**src/bpg_regs.vh**
```
`ifndef BPG_REGS_VH
`define BPG_REGS_VH

// register indices; byte address is four times the index
`define BPG_IDX_HIGH_DATA 8'h00
`define BPG_IDX_LOW_DATA  8'h01
`define BPG_IDX_HIGH_DIR  8'h02
`define BPG_IDX_LOW_DIR   8'h03
`define BPG_IDX_CTL_DATA  8'h08
`define BPG_IDX_CTL_DIR   8'h09
`define BPG_IDX_PIN_ASSGN 8'h0a
`define BPG_IDX_MODE      8'h0b
`define BPG_IDX_PULLUP    8'h0c
`define BPG_IDX_BASE      8'h11
`define BPG_IDX_EXP_LAST  8'h0f

// address decode: block occupies one 1 kbyte window
`define BPG_BASE_HI 15
`define BPG_BASE_LO 10
`define BPG_IDX_HI  9
`define BPG_IDX_LO  2

// mode register fields
`define BPG_MODE_EMUL 0
`define BPG_MODE_EXP 1
`define BPG_MODE_PER 2

// pin assignment fields
`define BPG_PA_NOACC 7
`define BPG_PA_PIPE  5
`define BPG_PA_NOECK 4
`define BPG_PA_LSTR  3
`define BPG_PA_RDW   2

// pull-up register field
`define BPG_PU_CTL 4

// reset values
`define BPG_RST_DIR    8'h00
`define BPG_RST_DATA   8'h00
`define BPG_RST_PA     8'h10
`define BPG_RST_MODE   8'h00
`define BPG_RST_PULLUP 8'h00
`define BPG_RST_BASE   6'h00

// control port bits that can never drive
`define BPG_CTL_IN_ONLY 8'h03

`endif

```
**src/bpg_sync.v**
```verilog
module bpg_sync (
  input  wire       pclk,
  input  wire       presetn,
  input  wire [7:0] pin_in,
  output reg  [7:0] pin_sync
);

  reg [7:0] stage1;

  always @(posedge pclk or negedge presetn) begin
    if (!presetn) begin
      stage1   <= 8'h00;
      pin_sync <= 8'h00;
    end else begin
      stage1   <= pin_in;
      pin_sync <= stage1;
    end
  end

endmodule

```
**src/bpg_top.v**
```verilog
// Functional notes
// direction 1 drives pin, 0 floats it
// read returns pin if input, latch if output
// address/data port directions reset to zero
// high port carries high address/data when expanded
// low port carries low address/data when expanded
// expanded mode hides address/data port registers
// peripheral mode hides first sixteen registers
// expanded with emulate bit hides control port
// control pins 7-2 bidirectional, 1-0 input
// control bits 1-0 never drive, stay readable
// assignment picks function, direction only for gpio
// one bit enables control port pull-ups
// software waits two cycles before pin read
// software loads data before enabling outputs
// absolute address is base plus offset
// alternate function overrides direction bit
// pin inputs synchronised before read path
`include "bpg_regs.vh"

module bpg_top (
  input  wire        pclk,
  input  wire        presetn,
  input  wire        psel,
  input  wire        penable,
  input  wire        pwrite,
  input  wire [15:0] paddr,
  input  wire [31:0] pwdata,
  output reg  [31:0] prdata,
  output reg         pready,
  output reg         pslverr,
  output reg         ext_access,
  output reg         addr_data_bus_mode,
  output reg  [7:0]  ctl_alt_select,
  output reg         ctl_pullup_en,
  input  wire [7:0]  high_port_in,
  output reg  [7:0]  high_port_out,
  output reg  [7:0]  high_port_oe,
  input  wire [7:0]  low_port_in,
  output reg  [7:0]  low_port_out,
  output reg  [7:0]  low_port_oe,
  input  wire [7:0]  control_port_in,
  output reg  [7:0]  control_port_out,
  output reg  [7:0]  control_port_oe
);

  ////////////////////////////////////////////////////////////////////////////
  // registers

  reg [7:0] high_port_data;
  reg [7:0] low_port_data;
  reg [7:0] high_port_direction;
  reg [7:0] low_port_direction;
  reg [7:0] control_port_data;
  reg [7:0] control_port_direction;
  reg [7:0] control_pin_assignment;
  reg [7:0] mode_reg;
  reg [7:0] pullup_reg;
  reg [5:0] register_block_base;

  wire [7:0] high_sync;
  wire [7:0] low_sync;
  wire [7:0] ctl_sync;

  ////////////////////////////////////////////////////////////////////////////
  // functions

  // per-bit read source select
  function [7:0] port_read;
    input [7:0] dir;
    input [7:0] latch;
    input [7:0] pin;
    begin
      port_read = (dir & latch) | (~dir & pin);
    end
  endfunction

  // on-chip visibility of an index under the current mode
  function reg_visible;
    input [7:0] idx;
    input       exp;
    input       per;
    input       emul;
    begin
      if (per && idx <= `BPG_IDX_EXP_LAST)
        reg_visible = 1'b0;
      else if (exp && idx <= `BPG_IDX_LOW_DIR)
        reg_visible = 1'b0;
      else if (exp && emul && (idx == `BPG_IDX_CTL_DATA || idx == `BPG_IDX_CTL_DIR))
        reg_visible = 1'b0;
      else
        reg_visible = 1'b1;
    end
  endfunction

  ////////////////////////////////////////////////////////////////////////////
  // input synchronisers

  bpg_sync u_sync_high (
    .pclk     (pclk),
    .presetn  (presetn),
    .pin_in   (high_port_in),
    .pin_sync (high_sync)
  );

  bpg_sync u_sync_low (
    .pclk     (pclk),
    .presetn  (presetn),
    .pin_in   (low_port_in),
    .pin_sync (low_sync)
  );

  bpg_sync u_sync_ctl (
    .pclk     (pclk),
    .presetn  (presetn),
    .pin_in   (control_port_in),
    .pin_sync (ctl_sync)
  );

  ////////////////////////////////////////////////////////////////////////////
  // address decode

  wire       mode_exp = mode_reg[`BPG_MODE_EXP];
  wire       mode_per = mode_reg[`BPG_MODE_PER];
  wire       mode_emul = mode_reg[`BPG_MODE_EMUL];
  wire [7:0] idx      = paddr[`BPG_IDX_HI:`BPG_IDX_LO];
  wire       in_block = (paddr[`BPG_BASE_HI:`BPG_BASE_LO] == register_block_base) &&
                        (paddr[1:0] == 2'b00);
  wire       visible  = reg_visible(idx, mode_exp, mode_per, mode_emul);
  wire       known    = (idx <= `BPG_IDX_EXP_LAST) || (idx == `BPG_IDX_BASE);
  wire       hit      = in_block && known && visible;
  wire       removed  = in_block && known && !visible;
  wire       do_write = psel && penable && pready && pwrite && hit;

  // control pins taken by bus control functions
  wire [7:0] alt_mask = {control_pin_assignment[`BPG_PA_NOACC] & mode_exp,
                         control_pin_assignment[`BPG_PA_PIPE] & mode_exp,
                         control_pin_assignment[`BPG_PA_PIPE] & mode_exp,
                         ~control_pin_assignment[`BPG_PA_NOECK],
                         control_pin_assignment[`BPG_PA_LSTR] & mode_exp,
                         control_pin_assignment[`BPG_PA_RDW] & mode_exp,
                         2'b00};

  reg [7:0] next_rdata;

  always @* begin
    next_rdata = 8'h00;
    case (idx)
      `BPG_IDX_HIGH_DATA: next_rdata = port_read(high_port_direction, high_port_data, high_sync);
      `BPG_IDX_LOW_DATA:  next_rdata = port_read(low_port_direction, low_port_data, low_sync);
      `BPG_IDX_HIGH_DIR:  next_rdata = high_port_direction;
      `BPG_IDX_LOW_DIR:   next_rdata = low_port_direction;
      `BPG_IDX_CTL_DATA:  next_rdata = port_read(control_port_direction, control_port_data, ctl_sync);
      `BPG_IDX_CTL_DIR:   next_rdata = control_port_direction;
      `BPG_IDX_PIN_ASSGN: next_rdata = control_pin_assignment;
      `BPG_IDX_MODE:      next_rdata = mode_reg;
      `BPG_IDX_PULLUP:    next_rdata = pullup_reg;
      `BPG_IDX_BASE:      next_rdata = {2'b00, register_block_base};
      default:            next_rdata = 8'h00;
    endcase
  end

  ////////////////////////////////////////////////////////////////////////////
  // apb slave, one wait state

  always @(posedge pclk or negedge presetn) begin
    if (!presetn) begin
      pready     <= 1'b0;
      pslverr    <= 1'b0;
      prdata     <= 32'h00000000;
      ext_access <= 1'b0;
    end else begin
      pready     <= psel && penable && !pready;
      pslverr    <= psel && penable && !pready && !hit && !removed;
      ext_access <= psel && penable && !pready && removed;
      if (psel && penable && !pready && !pwrite && hit)
        prdata <= {24'h000000, next_rdata};
      else
        prdata <= 32'h00000000;
    end
  end

  ////////////////////////////////////////////////////////////////////////////
  // register writes

  always @(posedge pclk or negedge presetn) begin
    if (!presetn) begin
      high_port_data         <= `BPG_RST_DATA;
      low_port_data          <= `BPG_RST_DATA;
      high_port_direction    <= `BPG_RST_DIR;
      low_port_direction     <= `BPG_RST_DIR;
      control_port_data      <= `BPG_RST_DATA;
      control_port_direction <= `BPG_RST_DIR;
      control_pin_assignment <= `BPG_RST_PA;
      mode_reg               <= `BPG_RST_MODE;
      pullup_reg             <= `BPG_RST_PULLUP;
      register_block_base    <= `BPG_RST_BASE;
    end else if (do_write) begin
      case (idx)
        `BPG_IDX_HIGH_DATA: high_port_data <= pwdata[7:0];
        `BPG_IDX_LOW_DATA:  low_port_data <= pwdata[7:0];
        `BPG_IDX_HIGH_DIR:  high_port_direction <= pwdata[7:0];
        `BPG_IDX_LOW_DIR:   low_port_direction <= pwdata[7:0];
        `BPG_IDX_CTL_DATA:  control_port_data <= pwdata[7:0];
        `BPG_IDX_CTL_DIR:   control_port_direction <= pwdata[7:0] & ~`BPG_CTL_IN_ONLY;
        `BPG_IDX_PIN_ASSGN: control_pin_assignment <= pwdata[7:0] & 8'hbc;
        `BPG_IDX_MODE:      mode_reg <= pwdata[7:0] & 8'h07;
        `BPG_IDX_PULLUP:    pullup_reg <= pwdata[7:0] & 8'h10;
        `BPG_IDX_BASE:      register_block_base <= pwdata[5:0];
        default:            mode_reg <= mode_reg;
      endcase
    end
  end

  ////////////////////////////////////////////////////////////////////////////
  // pin drivers

  // pins 1-0 follow the interrupt inputs and never drive
  wire [7:0] ctl_in_only = `BPG_CTL_IN_ONLY;

  genvar g;
  generate
    for (g = 0; g < 8; g = g + 1) begin : gen_pins
      always @(posedge pclk or negedge presetn) begin
        if (!presetn) begin
          high_port_oe[g]    <= 1'b0;
          low_port_oe[g]     <= 1'b0;
          control_port_oe[g] <= 1'b0;
        end else begin
          high_port_oe[g]    <= high_port_direction[g] & ~addr_data_bus_mode;
          low_port_oe[g]     <= low_port_direction[g] & ~addr_data_bus_mode;
          control_port_oe[g] <= control_port_direction[g] & ~alt_mask[g] &
                                ~ctl_in_only[g];
        end
      end
    end
  endgenerate

  always @(posedge pclk or negedge presetn) begin
    if (!presetn) begin
      high_port_out      <= 8'h00;
      low_port_out       <= 8'h00;
      control_port_out   <= 8'h00;
      addr_data_bus_mode <= 1'b0;
      ctl_alt_select     <= 8'h00;
      ctl_pullup_en      <= 1'b0;
    end else begin
      high_port_out      <= high_port_data;
      low_port_out       <= low_port_data;
      control_port_out   <= control_port_data;
      addr_data_bus_mode <= mode_exp | mode_per;
      ctl_alt_select     <= alt_mask;
      ctl_pullup_en      <= pullup_reg[`BPG_PU_CTL];
    end
  end

endmodule

```
**config.mk**
```make
export PLATFORM = sky130hd
export DESIGN_NAME = bpg_top
export DESIGN_NICKNAME = d
export VERILOG_FILES = /design/src/bpg_sync.v /design/src/bpg_top.v
export VERILOG_INCLUDE_DIRS = /design/src
export SDC_FILE = /design/constraint.sdc
export NUM_CORES = 1
export LEC_CHECK = 0
export BUFFER_PORTS_ARGS = -buffer_cell sky130_fd_sc_hd__buf_4
export CAP_MARGIN = 10
export CORE_MARGIN = 2
export CORE_UTILIZATION = 48
export DETAILED_ROUTE_END_ITERATION = 8
export HOLD_SLACK_MARGIN = 0.12
export PLACE_DENSITY = 0.7
export SYNTH_ARGS = -nofsm -noshare
export SYNTH_HDL_FRONTEND = slang
export SYNTH_HIERARCHICAL = 1
export SYNTH_SLANG_ARGS = --single-unit
```
**constraint.sdc**
```tcl
create_clock -name pclk -period 4.4 [get_ports pclk]
set_input_delay 1.32 -clock pclk [delete_from_list [all_inputs] [get_ports pclk]]
set_output_delay 1.32 -clock pclk [all_outputs]
set_load 0.03 [all_outputs]
```
* Yosys cells after proc, flatten, opt, wreduce, memory -nomap -nowiden
Cells that the tools add are included.
** Word-level totals
- Input bits :: 77
- Register bits :: 198
- Output and inout bits :: 93
- Word-level logic and storage cells :: 147
** Cells by class
- Bitwise logic cells :: 45
- Reduce and logical (&&, ||, !) cells :: 37
- Order comparisons :: 2
- Mux-type cells :: 5
- Equal/unequal tests :: 10
** Operators by type and width (count)
- 8-bit one-hot mux with 10 select lines :: 1
- 8-bit AND :: 6
- 8-bit by 4-bit equality test with 1-bit output, second input constant :: 5
- 1-bit AND :: 26
- 8-bit inverter :: 3
- 8-bit OR :: 3
- 2-bit AND reduction :: 10
- 1-bit logical AND :: 18
- 8-bit by 2-bit equality test with 1-bit output, second input constant :: 2
- 8-bit by 1-bit equality test with 1-bit output, second input constant :: 1
- 8-bit by 5-bit equality test with 1-bit output, second input constant :: 1
- 8-bit by 2-bit <= comparator with 1-bit output, second input constant :: 1
- 8-bit by 4-bit <= comparator with 1-bit output, second input constant :: 1
- 8-bit logical NOT :: 1
- 8-bit 2-to-1 mux :: 1
- 6-bit equality test :: 1
- 1-bit inverter :: 6
- 1-bit logical NOT :: 5
- 1-bit 2-to-1 mux :: 3
- 2-bit logical NOT :: 1
- 1-bit logical OR :: 2
- 1-bit OR :: 1

* Longest topological paths before layout
- Word-level depth :: 10
- Mapped depth :: 8
- Mapped depth without buffers :: 5

* Cells and area by module
The synthesis kept the hierarchy.
** By module, submodules not included
- bpg_top :: seq. area each 3129.3 um^2, area each 5461.5 um^2, cells an instance 427, times used 1
- bpg_sync :: seq. area each 400.4 um^2, area each 400.4 um^2, cells an instance 16, times used 3

* Worst setup path before layout
OpenSTA, ideal clock, no wires.
- Kind :: input -> register
- Start :: in paddr[9]
- End :: reg high_port_direction[0]
- Setup time :: 0.125 ns
- Stages on the path :: 7
- Path buffers :: 2
- Slack :: 0.959 ns
- Arrival :: 3.316 ns
- Required time :: 4.275 ns
- Cells stage by stage :: or4_4 > or3_1 > buf_6 > nor2_8 > or4b_1 > buf_6 > mux2_4
** Between the ends
- Longest elaborated chain between the ends :: 9
- Elaborated cells on any way between the ends :: 18
- Classes of those cells :: order compare (2); eq/ne (4); mux (3); reduce/logical (9)
** Ends and longest elaborated chain
- from (decl) :: line bpg_top.v:27 : input wire [15:0] paddr,
- branches (longest 8 deep; another with 8-bit by 2-bit <= comparator with 1-bit output)
- 2-bit AND reduction (no source line) (*)
- to (signal assigned) :: line bpg_top.v:190 : high_port_direction <= `BPG_RST_DIR;
- to (signal assigned) :: line bpg_top.v:202 : `BPG_IDX_HIGH_DIR: high_port_direction <= pwdata[7:0];
- to (decl) :: line bpg_top.v:52 : reg [7:0] high_port_direction;
Mark *: on every way between the ends.
A chain may end at the register's enable or synchronous reset.

* Worst setup path after layout
- Start :: in paddr[9]
- End :: reg high_port_direction[3]
The elaborated chain is that of the path after synthesis.

==> flow_summary_export.csv <==
group,metric,value,unit
run_status,status,"finished clean",
drt,wl_met3,879,um
placement,io_buffers,117,
sta,period_share,79.7,%
power,swShare,21.5,%
floorplanning,io-pin-count,170,
final_layout,syn_to_final_growth,23.9,%
worst_setup_path,crit_path_cell_trace,"buf_4 > or4_4 > or3_1 > nor2_8 > or4b_1 > mux2_4",
power,power.leakage,4.08,nW
drt,drc,0,
worst_setup_path,cpPeakStageDelay,0.75,ns
clock_tree,cts.sinks,173,
final_layout,nNetsFinal,678,
drt,dr.first_iter.drc_count,280,
final_layout,diodes,0,
power,p_int,2.60,mW
logic_synthesis,syn-cell-area,0.00666,mm^2
drt,drt_first_pass_iters,4,
sta,max_freq,285,MHz
clock_tree,cts_buffers,17,
worst_setup_path,cp.arrival,3.82,ns
clock_tree,cts_tree,"yes",
drt,ant_nets,0,
logic_synthesis,async_flop_share,100,%
logic_synthesis,ys_ff_latch,173,
power,pwr-share-clk,46.1,%
floorplanning,die_y,122,um
logic_synthesis,avgSynthCellArea,14.0,um^2
worst_setup_path,crit_type,"in2reg",
power,comb_power_share,4.9,%
global_routing,grt_pass1_wl,22000,um
final_layout,drive_above_1_share,37.5,%
power,netSwitchingPower,713,uW
drt,top_layer,"met4",
worst_setup_path,crit_path_start_kind,"input port",
clock_tree,htreeDepth,4,
power,p_seq_share,49.0,%
sta,hold_slack,0.347,ns
power,total_power,3.31,mW
sta,tns,0,ns
global_routing,antenna_found_initial,0,
drt,route.met2.wl,7000,um
clock_tree,cts.path.max_buffers,2,
worst_setup_path,required,4.71,ns
logic_synthesis,netlist_instances,475,
drt,via_count,4134,
placement,dp_hpwl,9830,um
floorplanning,die_w,122,um
drt,drt-met1-wl,6090,um
power,power.density,401,mW/mm^2
sta,finalSetupViolCount,0,
run,drv_cap,0,
drt,post_drt_wl_per_cell,18.2,um
floorplanning,dieArea,0.0148,mm^2
logic_synthesis,ys.warnings.count,6,
floorplanning,rows,43,
logic_synthesis,synth-edff-count,0,
logic_synthesis,synth_cell_types,60,
drt,viasPerCell,5.21,
clock_tree,clock_latency,0.43,ns
clock_tree,cts_root_buf,"clkbuf_16",
clock_tree,ctsHoldBuffers,0,
placement,gp_congestion,0.852,
sta,final_max_slew_viol_count,0,
logic_synthesis,synth_flop_cell,"dfrtp_1",
logic_synthesis,yosysSeqAreaShare,65.0,%
sta,clock-skew-final,0.00900,ns
clock_tree,post_cts_buffers,0,
global_routing,grt_pass1_vias,4165,
global_routing,grt_max_degree,83,
worst_setup_path,endpoint_kind,"flip-flop",
worst_setup_path,slowest_stage,"or4b_1",
power,vdd_drop_max,0.248,mV
hold_path,min_path_type,"reg2reg",
sta,hold_viol,0,
drt,routed_wirelength,14400,um
worst_setup_path,crit_fanout,8,
clock_tree,clkTransAtPathRegs,0.06,ns
sta,period_needed,3.51,ns
sta,rsz0062_at_grt,"no",
floorplanning,placeableCoreArea,0.0137,mm^2
floorplanning,start_util,48.6,%
global_routing,grt_use_total,20.2,%
sta,tightest_slew,0.870,ns
global_routing,grt_overflow,0,
clock_tree,ctsResizeCount,0,
sta,max_slew_margin,41.9,%
-- cell type report --
class,instances,area (um^2)
inverter,5,18.8
clock inverter,10,139
sequential,173,4330
fill,1086,5470
timing repair buffer,124,947
tap,180,225
multi-input combinational,280,2120
clock buffer,21,470
-- worst max-delay path: cells and delay by family --
family	cells	cell delay, ns
buffers and inverters	1	0.12
multiplexers	1	0.40
AND/OR/NAND/NOR	4	1.97
-- routing by layer --
layer / vias to the layer above / track usage, %
met3: 36 / 5.48
met2: 160 / 31.4
met4: 0 / 8.98
met1: 2059 / 26.7
met5: - / 0
li1: 1879 / -
-- cell usage after synthesis, drive strengths merged, types with 3 or more instances --
cell type  count  area share [%]
xor2           3            0.39
a22oi          7            0.79
buf           36             3.9
o21ai         17             1.3
and2           6            0.56
nor3           7            0.77
dfrtp        172              65
nand2         18             1.0
nand3          5            0.38
nor4           6            0.88
nor2          16             1.1
a21oi          9            0.68
nor2b         22             2.1
nand4          4            0.38
xnor2          3            0.39
mux2          61              11
o211ai         9             1.0
mux2i          8             1.2
clkbuf         8            0.45
or3b           3            0.39
inv            4            0.23
nand3b         9             1.0
a31oi          4            0.38
-- power groups by stage --
stage / combinational [mW] / sequential, mW / clock (mW)
global placement: 0.161 / 1.65 / 0
finish: 0.163 / 1.62 / 1.52
CTS: 0.165 / 1.62 / 1.55
floorplan: 0.0872 / 1.65 / 0
detailed placement: 0.164 / 1.65 / 0
global route: 0.177 / 1.62 / 1.62
-- final timing paths --
| kind | from | endpoint | slack [ns] | cells after the start |
|---|---|---|---|---|
| worst max-delay path | paddr[9] | high_port_direction[3] | 0.89 | 6 |
| worst min-delay path | u_sync_low/stage1[4] | u_sync_low/pin_sync[4] | 0.35 | 0 |
| worst max register to register | register_block_base[0] | high_port_direction[3] | 1.76 | 5 |
| worst min register to register | u_sync_low/stage1[4] | u_sync_low/pin_sync[4] | 0.35 | 0 |
| max in group asynchronous | presetn | control_pin_assignment[4] | 2.69 | 2 |
| min in group asynchronous | presetn | low_port_out[4] | 0.84 | 1 |
-- cells by family (layout without fill, tap and decap cells) --
group | after synthesis | after routing | share of synthesized area (%)
AOI/OAI and AO/OA | 64 | 64 | 6.33
xor gates and xnor gates | 6 | 6 | 0.789
buffers and inverters | 49 | 160 | 4.68
and+or+nand+nor | 113 | 113 | 11.2
muxes | 69 | 69 | 12.0
DFF | 173 | 173 | 65.0
other | 1 | 28 | 0.0563
-- metrics by stage --
step	instances	utilization (%)	setup WS [ns]	instance area, um^2
3_5_place_dp	762	55.7	0.451	7640
2_1_floorplan	502	-	0.959	6760
4_1_cts	793	60.2	0.910	8250
5_1_grt	793	60.2	0.858	8250
3_3_place_gp	762	55.7	0.462	7640
6_report	793	60.2	0.894	8250
-- layout by cell type, fill, tap and decap left out, drive strengths merged, types with 4 or more instances in the layout --
master,n
nor4,6
a31oi,4
buf,124
nor3,7
a22oi,7
nand4,4
o21ai,17
mux2,61
inv,4
nand3b,9
conb,28
dfrtp,172
a21oi,9
clkbuf,21
nand3,5
mux2i,8
nor2,16
o211ai,9
and2,6
nand2,18
clkinv,7
nor2b,22
Note: power is estimated with default switching activity, not from simulation.
